[src/timer_port_pkg.sv]
// Purpose: Shared constants for the timer configuration and first I/O port.
// Assumes: 8-bit register port, 8-bit file addresses including the bank bit.
// Notes:   Named offsets, field positions, reset values and counts live here; the controller also uses some as bare literals.
package timer_port_pkg;

  // ----------------------------------------------------------------------
  // Register offsets
  // ----------------------------------------------------------------------
  localparam logic [7:0] FIRST_PORT_DATA_ADDR = 8'h05;
  localparam logic [7:0] TIMER_CONFIG_ADDR = 8'h81;
  localparam logic [7:0] FIRST_PORT_DIRECTION_ADDR = 8'h85;
  localparam logic [6:0] BANK_STATUS_ADDR = 7'h03;
  localparam logic [7:0] PORT_BIT_MODIFY_ADDR = 8'h08;

  // ----------------------------------------------------------------------
  // Field positions
  // ----------------------------------------------------------------------
  localparam int PULLUP_DISABLE_N_BIT = 7;
  localparam int EXT_IRQ_EDGE_SEL_BIT = 6;
  localparam int TIMER_SRC_SEL_BIT = 5;
  localparam int TIMER_SRC_EDGE_BIT = 4;
  localparam int PRESCALE_ASSIGN_BIT = 3;
  localparam int PRESCALE_RATE_LSB = 0;
  localparam int BANK_SELECT_BIT = 5;
  localparam int BIT_MODIFY_VALUE_BIT = 7;
  localparam int OPEN_DRAIN_PIN = 4;
  localparam int EXT_INTERRUPT_PIN = 0;

  // ----------------------------------------------------------------------
  // Widths, reset values and timing
  // ----------------------------------------------------------------------
  localparam int PORT_WIDTH = 5;
  localparam int SECOND_PORT_WIDTH = 8;
  localparam logic [7:0] TIMER_CONFIG_RESET = 8'hff;
  localparam logic [4:0] DIRECTION_RESET = 5'h1f;
  localparam logic [4:0] LATCH_RESET = 5'h00;
  localparam int INSTR_CYCLE_DIV = 4;

endpackage

[src/timer_port_ctrl.sv]
// Purpose: Timer configuration register, shared prescaler routing and the
//          first five-pin I/O port with its direction register.
// Assumes: One clock; register port with read data one cycle after strobe.
// Notes:   Pin inputs are synchronised before any logic reads them.
//
// The strobed register port is this design's own decision.
`timescale 1ns/10ps
`default_nettype none
module timer_port_ctrl #(
  parameter int INSTR_DIV = timer_port_pkg::INSTR_CYCLE_DIV
) (
  input wire logic ref_clk,
  input wire logic srst,
  input wire logic [7:0] addr,
  input wire logic [7:0] wdata,
  input wire logic wr_en,
  input wire logic rd_en,
  output logic [7:0] rdata,
  input wire logic [4:0] port_pin_in,
  output logic [4:0] port_pin_out,
  output logic [4:0] port_pin_oe,
  input wire logic ext_interrupt_pin,
  input wire logic [7:0] second_port_latch,
  output logic [7:0] pullup_en,
  input wire logic watchdog_raw_tick,
  output logic timer_inc,
  output logic watchdog_tick,
  output logic ext_irq_pulse,
  output logic instr_cycle_clock
);

  if (INSTR_DIV < 2 || INSTR_DIV > 256) begin : div_range_chk
    $error("INSTR_DIV must lie between 2 and 256");
  end

  // ----------------------------------------------------------------------
  // Pin synchronisers
  // ----------------------------------------------------------------------
  logic [4:0] pins_s;
  logic [0:0] irq_pin_s;

  pin_sync2 #(.WIDTH(timer_port_pkg::PORT_WIDTH)) port_sync (
    .ref_clk(ref_clk),
    .srst(srst),
    .async_in(port_pin_in),
    .sync_out(pins_s)
  );

  pin_sync2 #(.WIDTH(1)) irq_sync (
    .ref_clk(ref_clk),
    .srst(srst),
    .async_in(ext_interrupt_pin),
    .sync_out(irq_pin_s)
  );

  // ----------------------------------------------------------------------
  // Register file
  // ----------------------------------------------------------------------
  logic [7:0] cfg_r;
  logic [7:0] cfg_nxt;
  logic [4:0] dir_r;
  logic [4:0] dir_nxt;
  logic [4:0] latch_r;
  logic [4:0] latch_nxt;
  logic bank_r;
  logic bank_nxt;
  logic [7:0] rdata_r;
  logic [7:0] rdata_nxt;
  logic [7:0] eff_addr;
  logic cfg_wr;

  assign eff_addr = {bank_r, addr[6:0]};
  assign cfg_wr = wr_en && eff_addr == timer_port_pkg::TIMER_CONFIG_ADDR;

  // Decodes an effective address into the value software reads.
  function automatic logic [7:0] read_mux(input logic [7:0] a);
    logic [7:0] v;
    v = 8'h00;
    if (a[6:0] == timer_port_pkg::BANK_STATUS_ADDR) begin
      v[timer_port_pkg::BANK_SELECT_BIT] = bank_r;
    end else if (a == timer_port_pkg::FIRST_PORT_DATA_ADDR) begin
      v = {3'b000, pins_s};
    end else if (a == timer_port_pkg::TIMER_CONFIG_ADDR) begin
      v = cfg_r;
    end else if (a == timer_port_pkg::FIRST_PORT_DIRECTION_ADDR) begin
      v = {3'b000, dir_r};
    end
    return v;
  endfunction

  // Register writes, port modify and the one-cycle read answer.
  always_comb begin
    cfg_nxt = cfg_r;
    dir_nxt = dir_r;
    latch_nxt = latch_r;
    bank_nxt = bank_r;
    rdata_nxt = rd_en ? read_mux(eff_addr) : 8'h00;
    if (wr_en) begin
      if (eff_addr[6:0] == timer_port_pkg::BANK_STATUS_ADDR) begin
        bank_nxt = wdata[timer_port_pkg::BANK_SELECT_BIT];
      end
      if (cfg_wr) begin
        cfg_nxt = wdata;
      end
      if (eff_addr == timer_port_pkg::FIRST_PORT_DIRECTION_ADDR) begin
        dir_nxt = wdata[4:0];
      end
      // whole-port write replaces every latch bit
      if (eff_addr == timer_port_pkg::FIRST_PORT_DATA_ADDR) begin
        latch_nxt = wdata[4:0];
      end
      // bit modify reads pins, changes one bit, stores latch
      if (eff_addr == timer_port_pkg::PORT_BIT_MODIFY_ADDR &&
          wdata[2:0] < 3'h5) begin
        latch_nxt = pins_s;
        latch_nxt[wdata[2:0]] = wdata[timer_port_pkg::BIT_MODIFY_VALUE_BIT];
      end
    end
  end

  // Reset puts every port pin in input mode and the config to all ones.
  always_ff @(posedge ref_clk) begin
    if (srst) begin
      cfg_r <= timer_port_pkg::TIMER_CONFIG_RESET;
      dir_r <= timer_port_pkg::DIRECTION_RESET;
      latch_r <= timer_port_pkg::LATCH_RESET;
      bank_r <= 1'b0;
      rdata_r <= 8'h00;
    end else begin
      cfg_r <= cfg_nxt;
      dir_r <= dir_nxt;
      latch_r <= latch_nxt;
      bank_r <= bank_nxt;
      rdata_r <= rdata_nxt;
    end
  end

  assign rdata = rdata_r;

  // ----------------------------------------------------------------------
  // Pin drivers and pull-ups
  // ----------------------------------------------------------------------
  // direction one tristates the driver
  assign port_pin_out[3:0] = latch_r[3:0];
  assign port_pin_oe[3:0] = ~dir_r[3:0];
  // pin 4 pulls low only, so it drives just when a zero is latched
  assign port_pin_out[4] = 1'b0;
  assign port_pin_oe[4] = ~dir_r[4] & ~latch_r[4];
  // pull-ups follow the second port's latch unless disabled
  assign pullup_en = cfg_r[timer_port_pkg::PULLUP_DISABLE_N_BIT] ?
                     8'h00 : second_port_latch;

  // ----------------------------------------------------------------------
  // Instruction cycle divider and edge detection
  // ----------------------------------------------------------------------
  logic [7:0] div_r;
  logic [7:0] div_nxt;
  logic icyc_en;
  logic pin4_d_r;
  logic pin4_d_nxt;
  logic irq_d_r;
  logic irq_d_nxt;
  logic [1:0] settle_r;
  logic [1:0] settle_nxt;
  logic armed;
  logic ext_edge;
  logic src_tick;
  logic irq_edge;

  // The cycle clock is an enable, one ref_clk period out of INSTR_DIV.
  // Edges stay masked until the synchronisers hold real pin levels.
  always_comb begin
    icyc_en = div_r == 8'(INSTR_DIV - 1);
    div_nxt = icyc_en ? 8'h00 : 8'(div_r + 8'h01);
    armed = settle_r == 2'h3;
    settle_nxt = armed ? settle_r : 2'(settle_r + 2'h1);
    pin4_d_nxt = pins_s[timer_port_pkg::OPEN_DRAIN_PIN];
    irq_d_nxt = irq_pin_s[0];
  end

  always_ff @(posedge ref_clk) begin
    if (srst) begin
      div_r <= 8'h00;
      settle_r <= 2'h0;
      pin4_d_r <= 1'b0;
      irq_d_r <= 1'b0;
    end else begin
      div_r <= div_nxt;
      settle_r <= settle_nxt;
      pin4_d_r <= pin4_d_nxt;
      irq_d_r <= irq_d_nxt;
    end
  end

  // pin 4 level also feeds the timer edge path
  assign ext_edge = armed & (cfg_r[timer_port_pkg::TIMER_SRC_EDGE_BIT] ?
                    (pin4_d_r & ~pins_s[4]) : (~pin4_d_r & pins_s[4]));
  // choose pin edges or cycle clock
  assign src_tick = cfg_r[timer_port_pkg::TIMER_SRC_SEL_BIT] ?
                    ext_edge : icyc_en;
  assign irq_edge = armed & (cfg_r[timer_port_pkg::EXT_IRQ_EDGE_SEL_BIT] ?
                    (~irq_d_r & irq_pin_s[0]) : (irq_d_r & ~irq_pin_s[0]));

  // ----------------------------------------------------------------------
  // Shared prescaler routing
  // ----------------------------------------------------------------------
  logic prescale_assign;
  logic [2:0] rate;
  logic [3:0] pre_shift;
  logic pre_in;
  logic pre_out;
  logic timer_inc_r;
  logic timer_inc_nxt;
  logic wdt_tick_r;
  logic wdt_tick_nxt;
  logic irq_r;
  logic irq_nxt;
  logic icyc_r;
  logic icyc_nxt;

  assign prescale_assign = cfg_r[timer_port_pkg::PRESCALE_ASSIGN_BIT];
  assign rate = cfg_r[timer_port_pkg::PRESCALE_RATE_LSB +: 3];
  // timer ratios start at 1:2, watchdog ratios at 1:1
  assign pre_shift = prescale_assign ? {1'b0, rate} : 4'({1'b0, rate} + 4'h1);
  assign pre_in = prescale_assign ? watchdog_raw_tick : src_tick;

  // Clearing on any config write avoids a stray early tick after a change.
  shared_prescaler prescale (
    .ref_clk(ref_clk),
    .srst(srst),
    .clr(cfg_wr),
    .tick_in(pre_in),
    .shift(pre_shift),
    .tick_out(pre_out)
  );

  // with prescaler on the watchdog the timer counts undivided
  always_comb begin
    timer_inc_nxt = prescale_assign ? src_tick : pre_out;
    wdt_tick_nxt = prescale_assign ? pre_out : watchdog_raw_tick;
    irq_nxt = irq_edge;
    icyc_nxt = icyc_en;
  end

  always_ff @(posedge ref_clk) begin
    if (srst) begin
      timer_inc_r <= 1'b0;
      wdt_tick_r <= 1'b0;
      irq_r <= 1'b0;
      icyc_r <= 1'b0;
    end else begin
      timer_inc_r <= timer_inc_nxt;
      wdt_tick_r <= wdt_tick_nxt;
      irq_r <= irq_nxt;
      icyc_r <= icyc_nxt;
    end
  end

  assign timer_inc = timer_inc_r;
  assign watchdog_tick = wdt_tick_r;
  assign ext_irq_pulse = irq_r;
  assign instr_cycle_clock = icyc_r;
endmodule
`default_nettype wire

[src/pin_sync2.sv]
// Purpose: Two-stage synchroniser for a group of pin levels.
// Assumes: Inputs are asynchronous to ref_clk.
// Notes:   Only the second stage may be read by other logic.
`timescale 1ns/10ps
`default_nettype none
module pin_sync2 #(
  parameter int WIDTH = 5
) (
  input wire logic ref_clk,
  input wire logic srst,
  input wire logic [WIDTH-1:0] async_in,
  output logic [WIDTH-1:0] sync_out
);

  logic [WIDTH-1:0] meta_r;
  logic [WIDTH-1:0] meta_nxt;
  logic [WIDTH-1:0] sync_r;
  logic [WIDTH-1:0] sync_nxt;

  // The first stage feeds the second and nothing else.
  always_comb begin
    meta_nxt = async_in;
    sync_nxt = meta_r;
  end

  always_ff @(posedge ref_clk) begin
    if (srst) begin
      meta_r <= '0;
      sync_r <= '0;
    end else begin
      meta_r <= meta_nxt;
      sync_r <= sync_nxt;
    end
  end

  assign sync_out = sync_r;

endmodule
`default_nettype wire

[src/shared_prescaler.sv]
// Purpose: Shared power-of-two prescaler for the timer or the watchdog.
// Assumes: tick_in is a one-cycle pulse on ref_clk.
// Notes:   A shift of zero passes every input tick straight through.
`timescale 1ns/10ps
`default_nettype none
module shared_prescaler (
  input wire logic ref_clk,
  input wire logic srst,
  input wire logic clr,
  input wire logic tick_in,
  input wire logic [3:0] shift,
  output logic tick_out
);

  logic [7:0] count_r;
  logic [7:0] count_nxt;
  logic [7:0] mask;
  logic wrap;

  // The counter wraps once every 2**shift input ticks.
  always_comb begin
    mask = 8'((9'h001 << shift) - 9'h001);
    wrap = &(count_r | ~mask);
    tick_out = tick_in & wrap;
    count_nxt = count_r;
    if (clr) begin
      count_nxt = 8'h00;
    end else if (tick_in) begin
      count_nxt = wrap ? 8'h00 : 8'(count_r + 8'h01);
    end
  end

  always_ff @(posedge ref_clk) begin
    if (srst) begin
      count_r <= 8'h00;
    end else begin
      count_r <= count_nxt;
    end
  end

endmodule
`default_nettype wire

[config.mk]
export PLATFORM = sky130hd
export DESIGN_NAME = timer_port_ctrl
export DESIGN_NICKNAME = d
export VERILOG_FILES = /design/src/timer_port_pkg.sv /design/src/timer_port_ctrl.sv /design/src/pin_sync2.sv /design/src/shared_prescaler.sv
export SDC_FILE = /design/constraint.sdc
export NUM_CORES = 1
export LEC_CHECK = 0
export ABC_AREA = 0
export BUFFER_PORTS_ARGS = -buffer_cell sky130_fd_sc_hd__buf_2
export CORE_MARGIN = 2
export CORE_UTILIZATION = 45
export DETAILED_ROUTE_END_ITERATION = 10
export GPL_TIMING_DRIVEN = 0
export PLACE_DENSITY = 0.72
export SLEW_MARGIN = 40
export SYNTH_ARGS = -nofsm -noshare
export SYNTH_HDL_FRONTEND = slang
export SYNTH_SLANG_ARGS = --single-unit
[constraint.sdc]
create_clock -name ref_clk -period 2.95 [get_ports ref_clk]
set_input_delay 0 -clock ref_clk [delete_from_list [all_inputs] [get_ports ref_clk]]
set_output_delay 0 -clock ref_clk [all_outputs]
set_load 0.02 [all_outputs]
==> results of run 1 <==
## worst min-delay path: stages
cell and delay (ns):
buf_2 0.13, nand4b_1 0.10, mux2i_1 0.08, nor2_1 0.07
## metal layers
| metal | share of wire | wire [um] | vias up | global-route usage |
|---|---|---|---|---|
| met5 | 0 | 0 | - | 0 |
| met4 | 0.012 | 81 | 0 | 0.0838 |
| met3 | 0.062 | 436 | 7 | 0.0467 |
| met2 | 0.46 | 3230 | 90 | 0.306 |
| met1 | 0.47 | 3260 | 1249 | 0.272 |
| li1 | - | - | 1385 | - |
## sequential cells by signal, summed over array words and instances, names as in the netlist, 2 cells and up
name                count
rdata                   8
prescale.count_r        8
port_sync.sync_out      5
settle_r                2
dir_r                   5
div_r                   8
cfg_r                   8
latch_r                 5
port_sync.meta_r        5
## logic make-up (layout without fill, tap and decap cells)
kind of cell	count (synthesis)	in the layout	synth area share
AOI/OAI and AO/OA	66	66	0.155
xor gates and xnor gates	9	9	0.0259
adders and majority gates	5	5	0.0205
buffers and inverters	31	124	0.0460
DFF	63	63	0.414
muxes	25	25	0.0855
other	1	1	0.00123
and+or+nand+nor	148	148	0.252
## repair_timing
item	in CTS	in global routing
hold endpoints to repair	16	0
hold buffers	16	0
resized for setup	0	2
setup endpoints to repair	0	10
## cells in the mapped netlist (3+ instances only)
cell type	number
a211oi_1	5
nand3_1	10
ha_1	5
nor2b_1	27
o211ai_1	9
mux2i_1	22
buf_4	6
xor2_1	6
nand2b_1	3
o22ai_1	3
nand2_1	40
dfxtp_1	63
a31oi_1	3
nor3_1	8
and2_1	4
xnor2_1	3
clkbuf_1	9
o21ai_1	4
nor2_1	32
or2_2	4
and3_1	3
inv_1	11
a21oi_1	9
o21ai_0	15
## through the flow
step,utilization,instance area (um^2)
3_5_place_dp,0.534,3450
5_1_grt,0.591,3820
2_1_floorplan,-,3050
3_3_place_gp,0.534,3450
6_report,0.591,3820
4_1_cts,0.591,3810
## path summary, 6_finish.rpt
kind / from / end / slack [ns]
setup / recovery: cfg_r[1] / watchdog_tick / 0.29
hold / removal: wr_en / bank_r / 0.07
hold reg to reg: port_sync.meta_r[1] / port_sync.sync_out[1] / 0.44
setup reg to reg: cfg_r[1] / watchdog_tick / 0.29
## layout make-up
cell class / instances / area share
repair buffers: 77 / 0.122
inverters: 14 / 0.0138
well taps: 77 / 0.0252
flip-flops and latches: 63 / 0.331
clock inverters: 6 / 0.0184
plain buffers: 17 / 0.0229
multi-input cells: 254 / 0.431
clock buffers: 10 / 0.0361
## power by group
group | internal [mW] | switching (mW)
Clock | 0.415 | 0.349
Sequential | 0.873 | 0.0164
Combinational | 0.0683 | 0.0698
Total | 1.36 | 0.435
## cell usage in the layout, fill, tap and decap left out, types with 4 or more instances in the layout
master	Yosys	routed
dlygate4sd3_1	0	16
xor2_1	6	6
nand2_1	40	40
buf_2	1	62
clkbuf_1	9	9
a211oi_1	5	5
or2_2	4	4
o21ai_0	15	15
and2_1	4	4
a21oi_1	9	9
inv_1	11	11
nor3_1	8	8
nor2_1	32	32
dfxtp_1	63	62
o211ai_1	9	9
buf_4	6	6
o21ai_1	4	4
mux2i_1	22	22
clkbuf_8	0	10
ha_1	5	5
nor2b_1	27	27
nand3_1	10	10
==> metrics.cfg, run 1 <==
[run_status]
status = finished clean

[synth]
syn_avg_cell_area_um2 = 8.75
synthesis.nets = 388
synth-seq-cells = 63
synth_edf_count = 0
ys_seq_area_frac = 0.414
syn_area_um2 = 3050
ys_warn_count = 0
synth_area_leaders = dfxtp_1, mux2i_1, nor2b_1
yosysTopAreaCell = dfxtp_1
async_flop_share = 0
synth_top_area_frac = 0.414
synth_cells = 348
yosysUniqueCellTypes = 60
ys.flop_type = dfxtp_1

[global_routing]
antenna_found_initial = 0
grt-ovfl-total = 0
grt_pass1_wl_um = 11600
track_usage = 0.200
grt_max_degree = 13
grt_pass1_vias = 2456

[detailed_routing]
firstDrtPassIters = 5
vias_per_cell = 5.27
avgRoutedWirePerCell_um = 13.5
drcViolationCount = 0
drt_wl_total_um = 7010
antenna_left = 0
drtIter0Drc = 175
route.vias.total = 2731

[power_and_ir_drop]
p_leak_nw = 1.70
p_total_mw = 1.79
peakVddDrop_mv = 0.402
p_per_area_nw_per_um2 = 469

[worst_setup_path]
ff2ff_path_depth = 11
critical_path.most_common_cell = ha_1
crit_type = reg2reg
slowest_delay_ns = 0.38
cp.arrival_ns = 2.90
cp_top_family = compound AO/OA/AOI/OAI gates
required_ns = 3.19
crit_path_max_fanout = 9
critPathSlowestCell = dfxtp_2
cp_num_buf_inv = 0
start_kind = flop
crit_cells = 11
crit_path_cell_trace = ha_1, or2_1, a2111oi_1, a21oi_1, ha_1, o21ai_0, a31oi_2, mux2i_1, o22ai_2, nor2_4, o211a_1
cp-end-kind = flop

[sta]
drv_slew = 0
layout_setup_ws_ns = 0.286
whs_ns = 0.0732
clock_skew_ns = 0.0102
timing.final.crit_share = 0.903
fin_crit_ns = 2.66
grt_setup_unrepaired = no
hold_violations = 0
maxSlewHeadroom = 0.542
worst_pin_slew_ns = 0.682
max_freq_mhz = 375
setup_violations = 0
tns_ns = 0

[floorplanning]
initial_core_util = 0.472
die_y_um = 86.3
die_w_um = 86.3
core_um2 = 6460
io_pins = 65
die-area_um2 = 7440
rows = 29

[clock_network]
cts_root_buffer = clkbuf_8
clock_latency_ns = 0.34
cts.sinks = 63
h-tree-depth = 3
cts_tree = built
cts_made_buffers = 9
cts_buffer_depth = 2
cts_setup_buffers = 0
clkSlewWorstSetupHoldPaths_ns = 0.07

[placement]
post-place-ws_ns = 0.200
io_buffers = 61
gp_congestion = 0.870
placedCellCount = 486
hpwlAfterDp_um = 5020

[cells_and_area]
diodes = 0
multi_input_area_um2 = 1650
ff_latch_area_um2 = 1260
instances_no_fill = 518
fillers = 568
nets = 476
syn_to_final_growth_pct = 25.3
layout-drive-gt1-share = 0.238

[hold_path]
whs_path_depth = 4
hold_path_class = in2reg

[flow_run]
drv_cap = 0

No activity file was read; power rests on OpenSTA's default activity.
==> run 2, diff against run 1 <==
Settings changed: CELL_PAD_IN_SITES_DETAIL_PLACEMENT from default to 1, CELL_PAD_IN_SITES_GLOBAL_PLACEMENT from default to 2, CORE_UTILIZATION 45 to 32, PLACE_DENSITY 0.72 to 0.83.
==> metrics.cfg, run 2 (synthesis gave the netlist of run 1 again) <==
[detailed_routing]
vias_per_cell = 4.73
drcViolationCount = 0
wl_met3_um = 283
route.vias.total = 2697
firstDrtPassIters = 4
antenna_left = 0
drt_wl_total_um = 8310
wl_met1_um = 4140
wl_met2_um = 3810
route.top_layer_used = met4
avgRoutedWirePerCell_um = 14.6
drtIter0Drc = 116

[cells_and_area]
fin_area_um2 = 3880
diodes = 0
nets = 477
instances_no_fill = 570
syn_to_final_growth_pct = 27.5
fin_util = 0.420
layout-drive-gt1-share = 0.238
fillers = 1105
final_cell_mix = buf_2, dfxtp_1, nand2_1

[floorplanning]
die_y_um = 102
die-area_um2 = 10300
initial_core_util = 0.330
core_um2 = 9240
io_pins = 65
rows = 35
die_w_um = 102

[clock_network]
clkSlewWorstSetupHoldPaths_ns = 0.07
h-tree-depth = 3
cts_tree = built
cts.sinks = 63
clock_latency_ns = 0.33
cts_root_buffer = clkbuf_8
cts_made_buffers = 9
cts_buffer_depth = 2

[power_and_ir_drop]
p_per_area_nw_per_um2 = 460
switching_power_mw = 0.412
peakVddDrop_mv = 0.249
p_leak_nw = 1.71
combinationalPowerShare = 0.080
p_total_mw = 1.78
power.share.switching = 0.231
p_int_mw = 1.37
sequentialPowerShare = 0.499
pwr-share-clk = 0.422

[placement]
placedCellCount = 538
io_buffers = 61
place_area_um2 = 3510
post-place-ws_ns = 0.150
hpwlAfterDp_um = 6210
gp_congestion = 0.808

[hold_path]
hp-start = wr_en
hold_path_class = in2reg
whs_path_depth = 4

[global_routing]
grt_pass1_wl_um = 13800
track_usage = 0.172
grt-ovfl-total = 0
grt_pass1_vias = 2760
antenna_found_initial = 0
grt_max_degree = 11

[sta]
whs_ns = 0.0832
worst_pin_slew_ns = 0.624
setup_violations = 0
clock_skew_ns = 0.00571
drv_slew = 0
maxSlewHeadroom = 0.581
layout_setup_ws_ns = 0.232
hold_violations = 0
grt_setup_unrepaired = no
timing.final.crit_share = 0.921
tns_ns = 0
max_freq_mhz = 368
fin_crit_ns = 2.72

[worst_setup_path]
r2r_start = cfg_r[1]
ff2ff_path_depth = 12
cp-end-kind = flop
crit_type = reg2reg
startpoint = cfg_r[1]
required_ns = 3.13
cp.arrival_ns = 2.90
start_kind = flop
crit_path_max_fanout = 9

[flow_run]
drv_cap = 0

[run_status]
status = finished clean

## run 2: changes by cell type in the layout (fill, tap and decap cells not counted)
cell and delta:
clkinv_2 +1, ha_2 +1, clkbuf_1 +1, ha_1 -1
clkbuf_8 +1, buf_4 +1, clkinvlp_4 -2, clkinv_4 -2
## run 2: routing by layer
layer  up-vias  GRT usage
met4         0     0.0426
met5         -          0
met1      1269      0.235
met3         7     0.0428
li1       1378          -
met2        43      0.273
## run 2: cell type report
cell class	instances	area, um^2	area share
repair buffers	78	473	0.122
multi-input cells	254	1650	0.424
clock inverters	3	42.5	0.0110
plain buffers	17	87.6	0.0226
flip-flops and latches	63	1260	0.325
clock buffers	12	155	0.0400
inverters	14	52.6	0.0135
well taps	129	161	0.0416
## run 2: what timing repair did
action,4_1_cts,5_1_grt
hold buffers,16,0
setup buffers,0,1
gates resized for setup,0,3
setup endpoints to repair,0,10
endpoints found under the hold margin,16,0
## run 2: worst max-delay path, cell delays in order (launching register included)
cell and delay (ns):
dfxtp_2 0.44, ha_2 0.25, or2_1 0.15, o21ai_1 0.10
a31oi_1 0.25, ha_1 0.22, o21ai_0 0.12, a31oi_2 0.24
mux2i_1 0.27, o22ai_2 0.11, buf_4 0.17, o22ai_1 0.16
a21oi_1 0.10
## run 2: final timing paths
check / to / slack [ns]
setup / recovery: prescale.count_r[3] / 0.23
hold / removal: bank_r / 0.08
hold reg to reg: irq_sync.sync_out / 0.44
setup reg to reg: prescale.count_r[3] / 0.23
## run 2: power by group through the flow
| stage | Combinational (mW) | Clock (mW) | Sequential, mW |
|---|---|---|---|
| 3_5_place_dp | 0.127 | 0 | 0.909 |
| 3_3_place_gp | 0.123 | 0 | 0.908 |
| 2_1_floorplan | 0.0759 | 0 | 0.905 |
| 6_report | 0.142 | 0.752 | 0.890 |
| 5_1_grt | 0.162 | 0.822 | 0.892 |
| 4_1_cts | 0.144 | 0.781 | 0.889 |
==> run 3, diff against run 2 <==
Settings changed: PLACE_DENSITY 0.83 to default, PLACE_DENSITY_LB_ADDON from default to 0.12.
==> metrics.cfg, run 3 (synthesis gave the netlist of run 1 again) <==
[floorplanning]
die_y_um = 102
io_pins = 65
rows = 35
initial_core_util = 0.330
die-area_um2 = 10300
die_w_um = 102
core_um2 = 9240

[clock_network]
cts_root_buffer = clkbuf_8
cts_tree = built
cts_setup_buffers = 0
cts.sinks = 63
clock_latency_ns = 0.34
h-tree-depth = 3
clkSlewWorstSetupHoldPaths_ns = 0.08
cts_buffer_depth = 2
cts_made_buffers = 9

[detailed_routing]
drtIter0Drc = 55
drcViolationCount = 0
drt_wl_total_um = 8360
route.vias.total = 2757
firstDrtPassIters = 4
avgRoutedWirePerCell_um = 14.7
vias_per_cell = 4.84
antenna_left = 0

[cells_and_area]
fin_area_um2 = 3920
final_cell_mix = buf_2, dfxtp_1, nand2_1
syn_to_final_growth_pct = 28.8
layout-drive-gt1-share = 0.243
instances_no_fill = 570
nets = 476
diodes = 0

[placement]
hpwlAfterDp_um = 6210
io_buffers = 61
gp_congestion = 0.817
post-place-ws_ns = 0.0918
placedCellCount = 538
place_area_um2 = 3510

[power_and_ir_drop]
combinationalPowerShare = 0.076
peakVddDrop_mv = 0.296
switching_power_mw = 0.435
sequentialPowerShare = 0.474
p_per_area_nw_per_um2 = 478
p_leak_nw = 1.70
pwr-share-clk = 0.451
p_int_mw = 1.44
power.share.switching = 0.232

[sta]
drv_slew = 0
layout_setup_ws_ns = 0.233
fin_crit_ns = 2.72
worst_pin_slew_ns = 0.689
setup_violations = 0
max_freq_mhz = 368
clock_skew_ns = 0.0105
hold_violations = 0
maxSlewHeadroom = 0.537
timing.final.crit_share = 0.921

[worst_setup_path]
crit_path_max_fanout = 9
r2r-end = prescale.count_r[7]
ff2ff_path_depth = 11
r2r_start = cfg_r[1]
rrSetupSlack_ns = 0.23
start_kind = flop
cp-end-kind = flop
required_ns = 3.13
cp.arrival_ns = 2.90
crit_type = reg2reg

[global_routing]
grt_pass1_vias = 2715
grt_pass1_wl_um = 13700
grt-ovfl-total = 0
grt_max_degree = 12
antenna_found_initial = 0
track_usage = 0.170

[run_status]
status = finished clean

[hold_path]
hold_path_class = in2reg
hp-start = addr[2]
hold_end = cfg_r[7]
whs_path_depth = 4

[flow_run]
drv_cap = 0

run 3: what timing repair did:
action                     4_1_cts  5_1_grt
hold buffers                    16        0
setup endpoints to repair        0       10
gates resized for setup          0        6
hold endpoints to repair        16        0
run 3: routing by layer:
metal / wire length, um / GRT usage
met5: 0 / 0
met1: 4110 / 0.226
met2: 3860 / 0.271
met3: 304 / 0.0386
met4: 91 / 0.0572
run 3: worst max-delay path by stage:
stage | start | endpoint | slack [ns]
finish | cfg_r[1] | prescale.count_r[7] | 0.23
detailed placement | cfg_r[1] | watchdog_tick | 0.09
global route | cfg_r[1] | prescale.count_r[5] | -0.0004
CTS | cfg_r[1] | watchdog_tick | 0.08
floorplan | cfg_r[1] | watchdog_tick | 0.55
global placement | cfg_r[1] | watchdog_tick | 0.09
run 3: worst max-delay path, cell delays in order, from the launching register on:
cell and delay (ns):
dfxtp_2 0.43, ha_1 0.25, or2_1 0.16, o21ai_1 0.14
a31oi_2 0.24, ha_1 0.21, o21ai_0 0.11, a31oi_2 0.29
mux2i_2 0.31, o22ai_4 0.14, nor2_4 0.19, a211oi_1 0.09
run 3: power by group through the flow:
| stage | Combinational [mW] | Sequential, mW | Clock [mW] |
|---|---|---|---|
| 3_5_place_dp | 0.128 | 0.908 | 0 |
| 2_1_floorplan | 0.0759 | 0.905 | 0 |
| 5_1_grt | 0.161 | 0.891 | 0.914 |
| 4_1_cts | 0.144 | 0.889 | 0.871 |
| 3_3_place_gp | 0.124 | 0.907 | 0 |
| 6_report | 0.142 | 0.889 | 0.845 |
run 3: final cells by class:
type | instances | area [um^2]
Multi-Input combinational cell | 254 | 1670
Clock inverter | 5 | 81.3
Buffer | 17 | 87.6
Tap cell | 129 | 161
Fill cell | 1127 | 5320
Sequential cell | 63 | 1260
Timing Repair Buffer | 77 | 465
Clock buffer | 11 | 141
Inverter | 14 | 52.6
run 3: per-stage QoR:
step | hold slack [ns] | util | setup TNS, ns | total power, mW
detailed placement | 0.219 | 0.380 | 0 | 1.04
floorplan | 0.0716 | - | 0 | 0.981
global route | 0.0968 | 0.425 | -0.000398 | 1.97
CTS | 0.0762 | 0.422 | 0 | 1.90
finish | 0.0838 | 0.425 | 0 | 1.88
global placement | 0.206 | 0.380 | 0 | 1.03
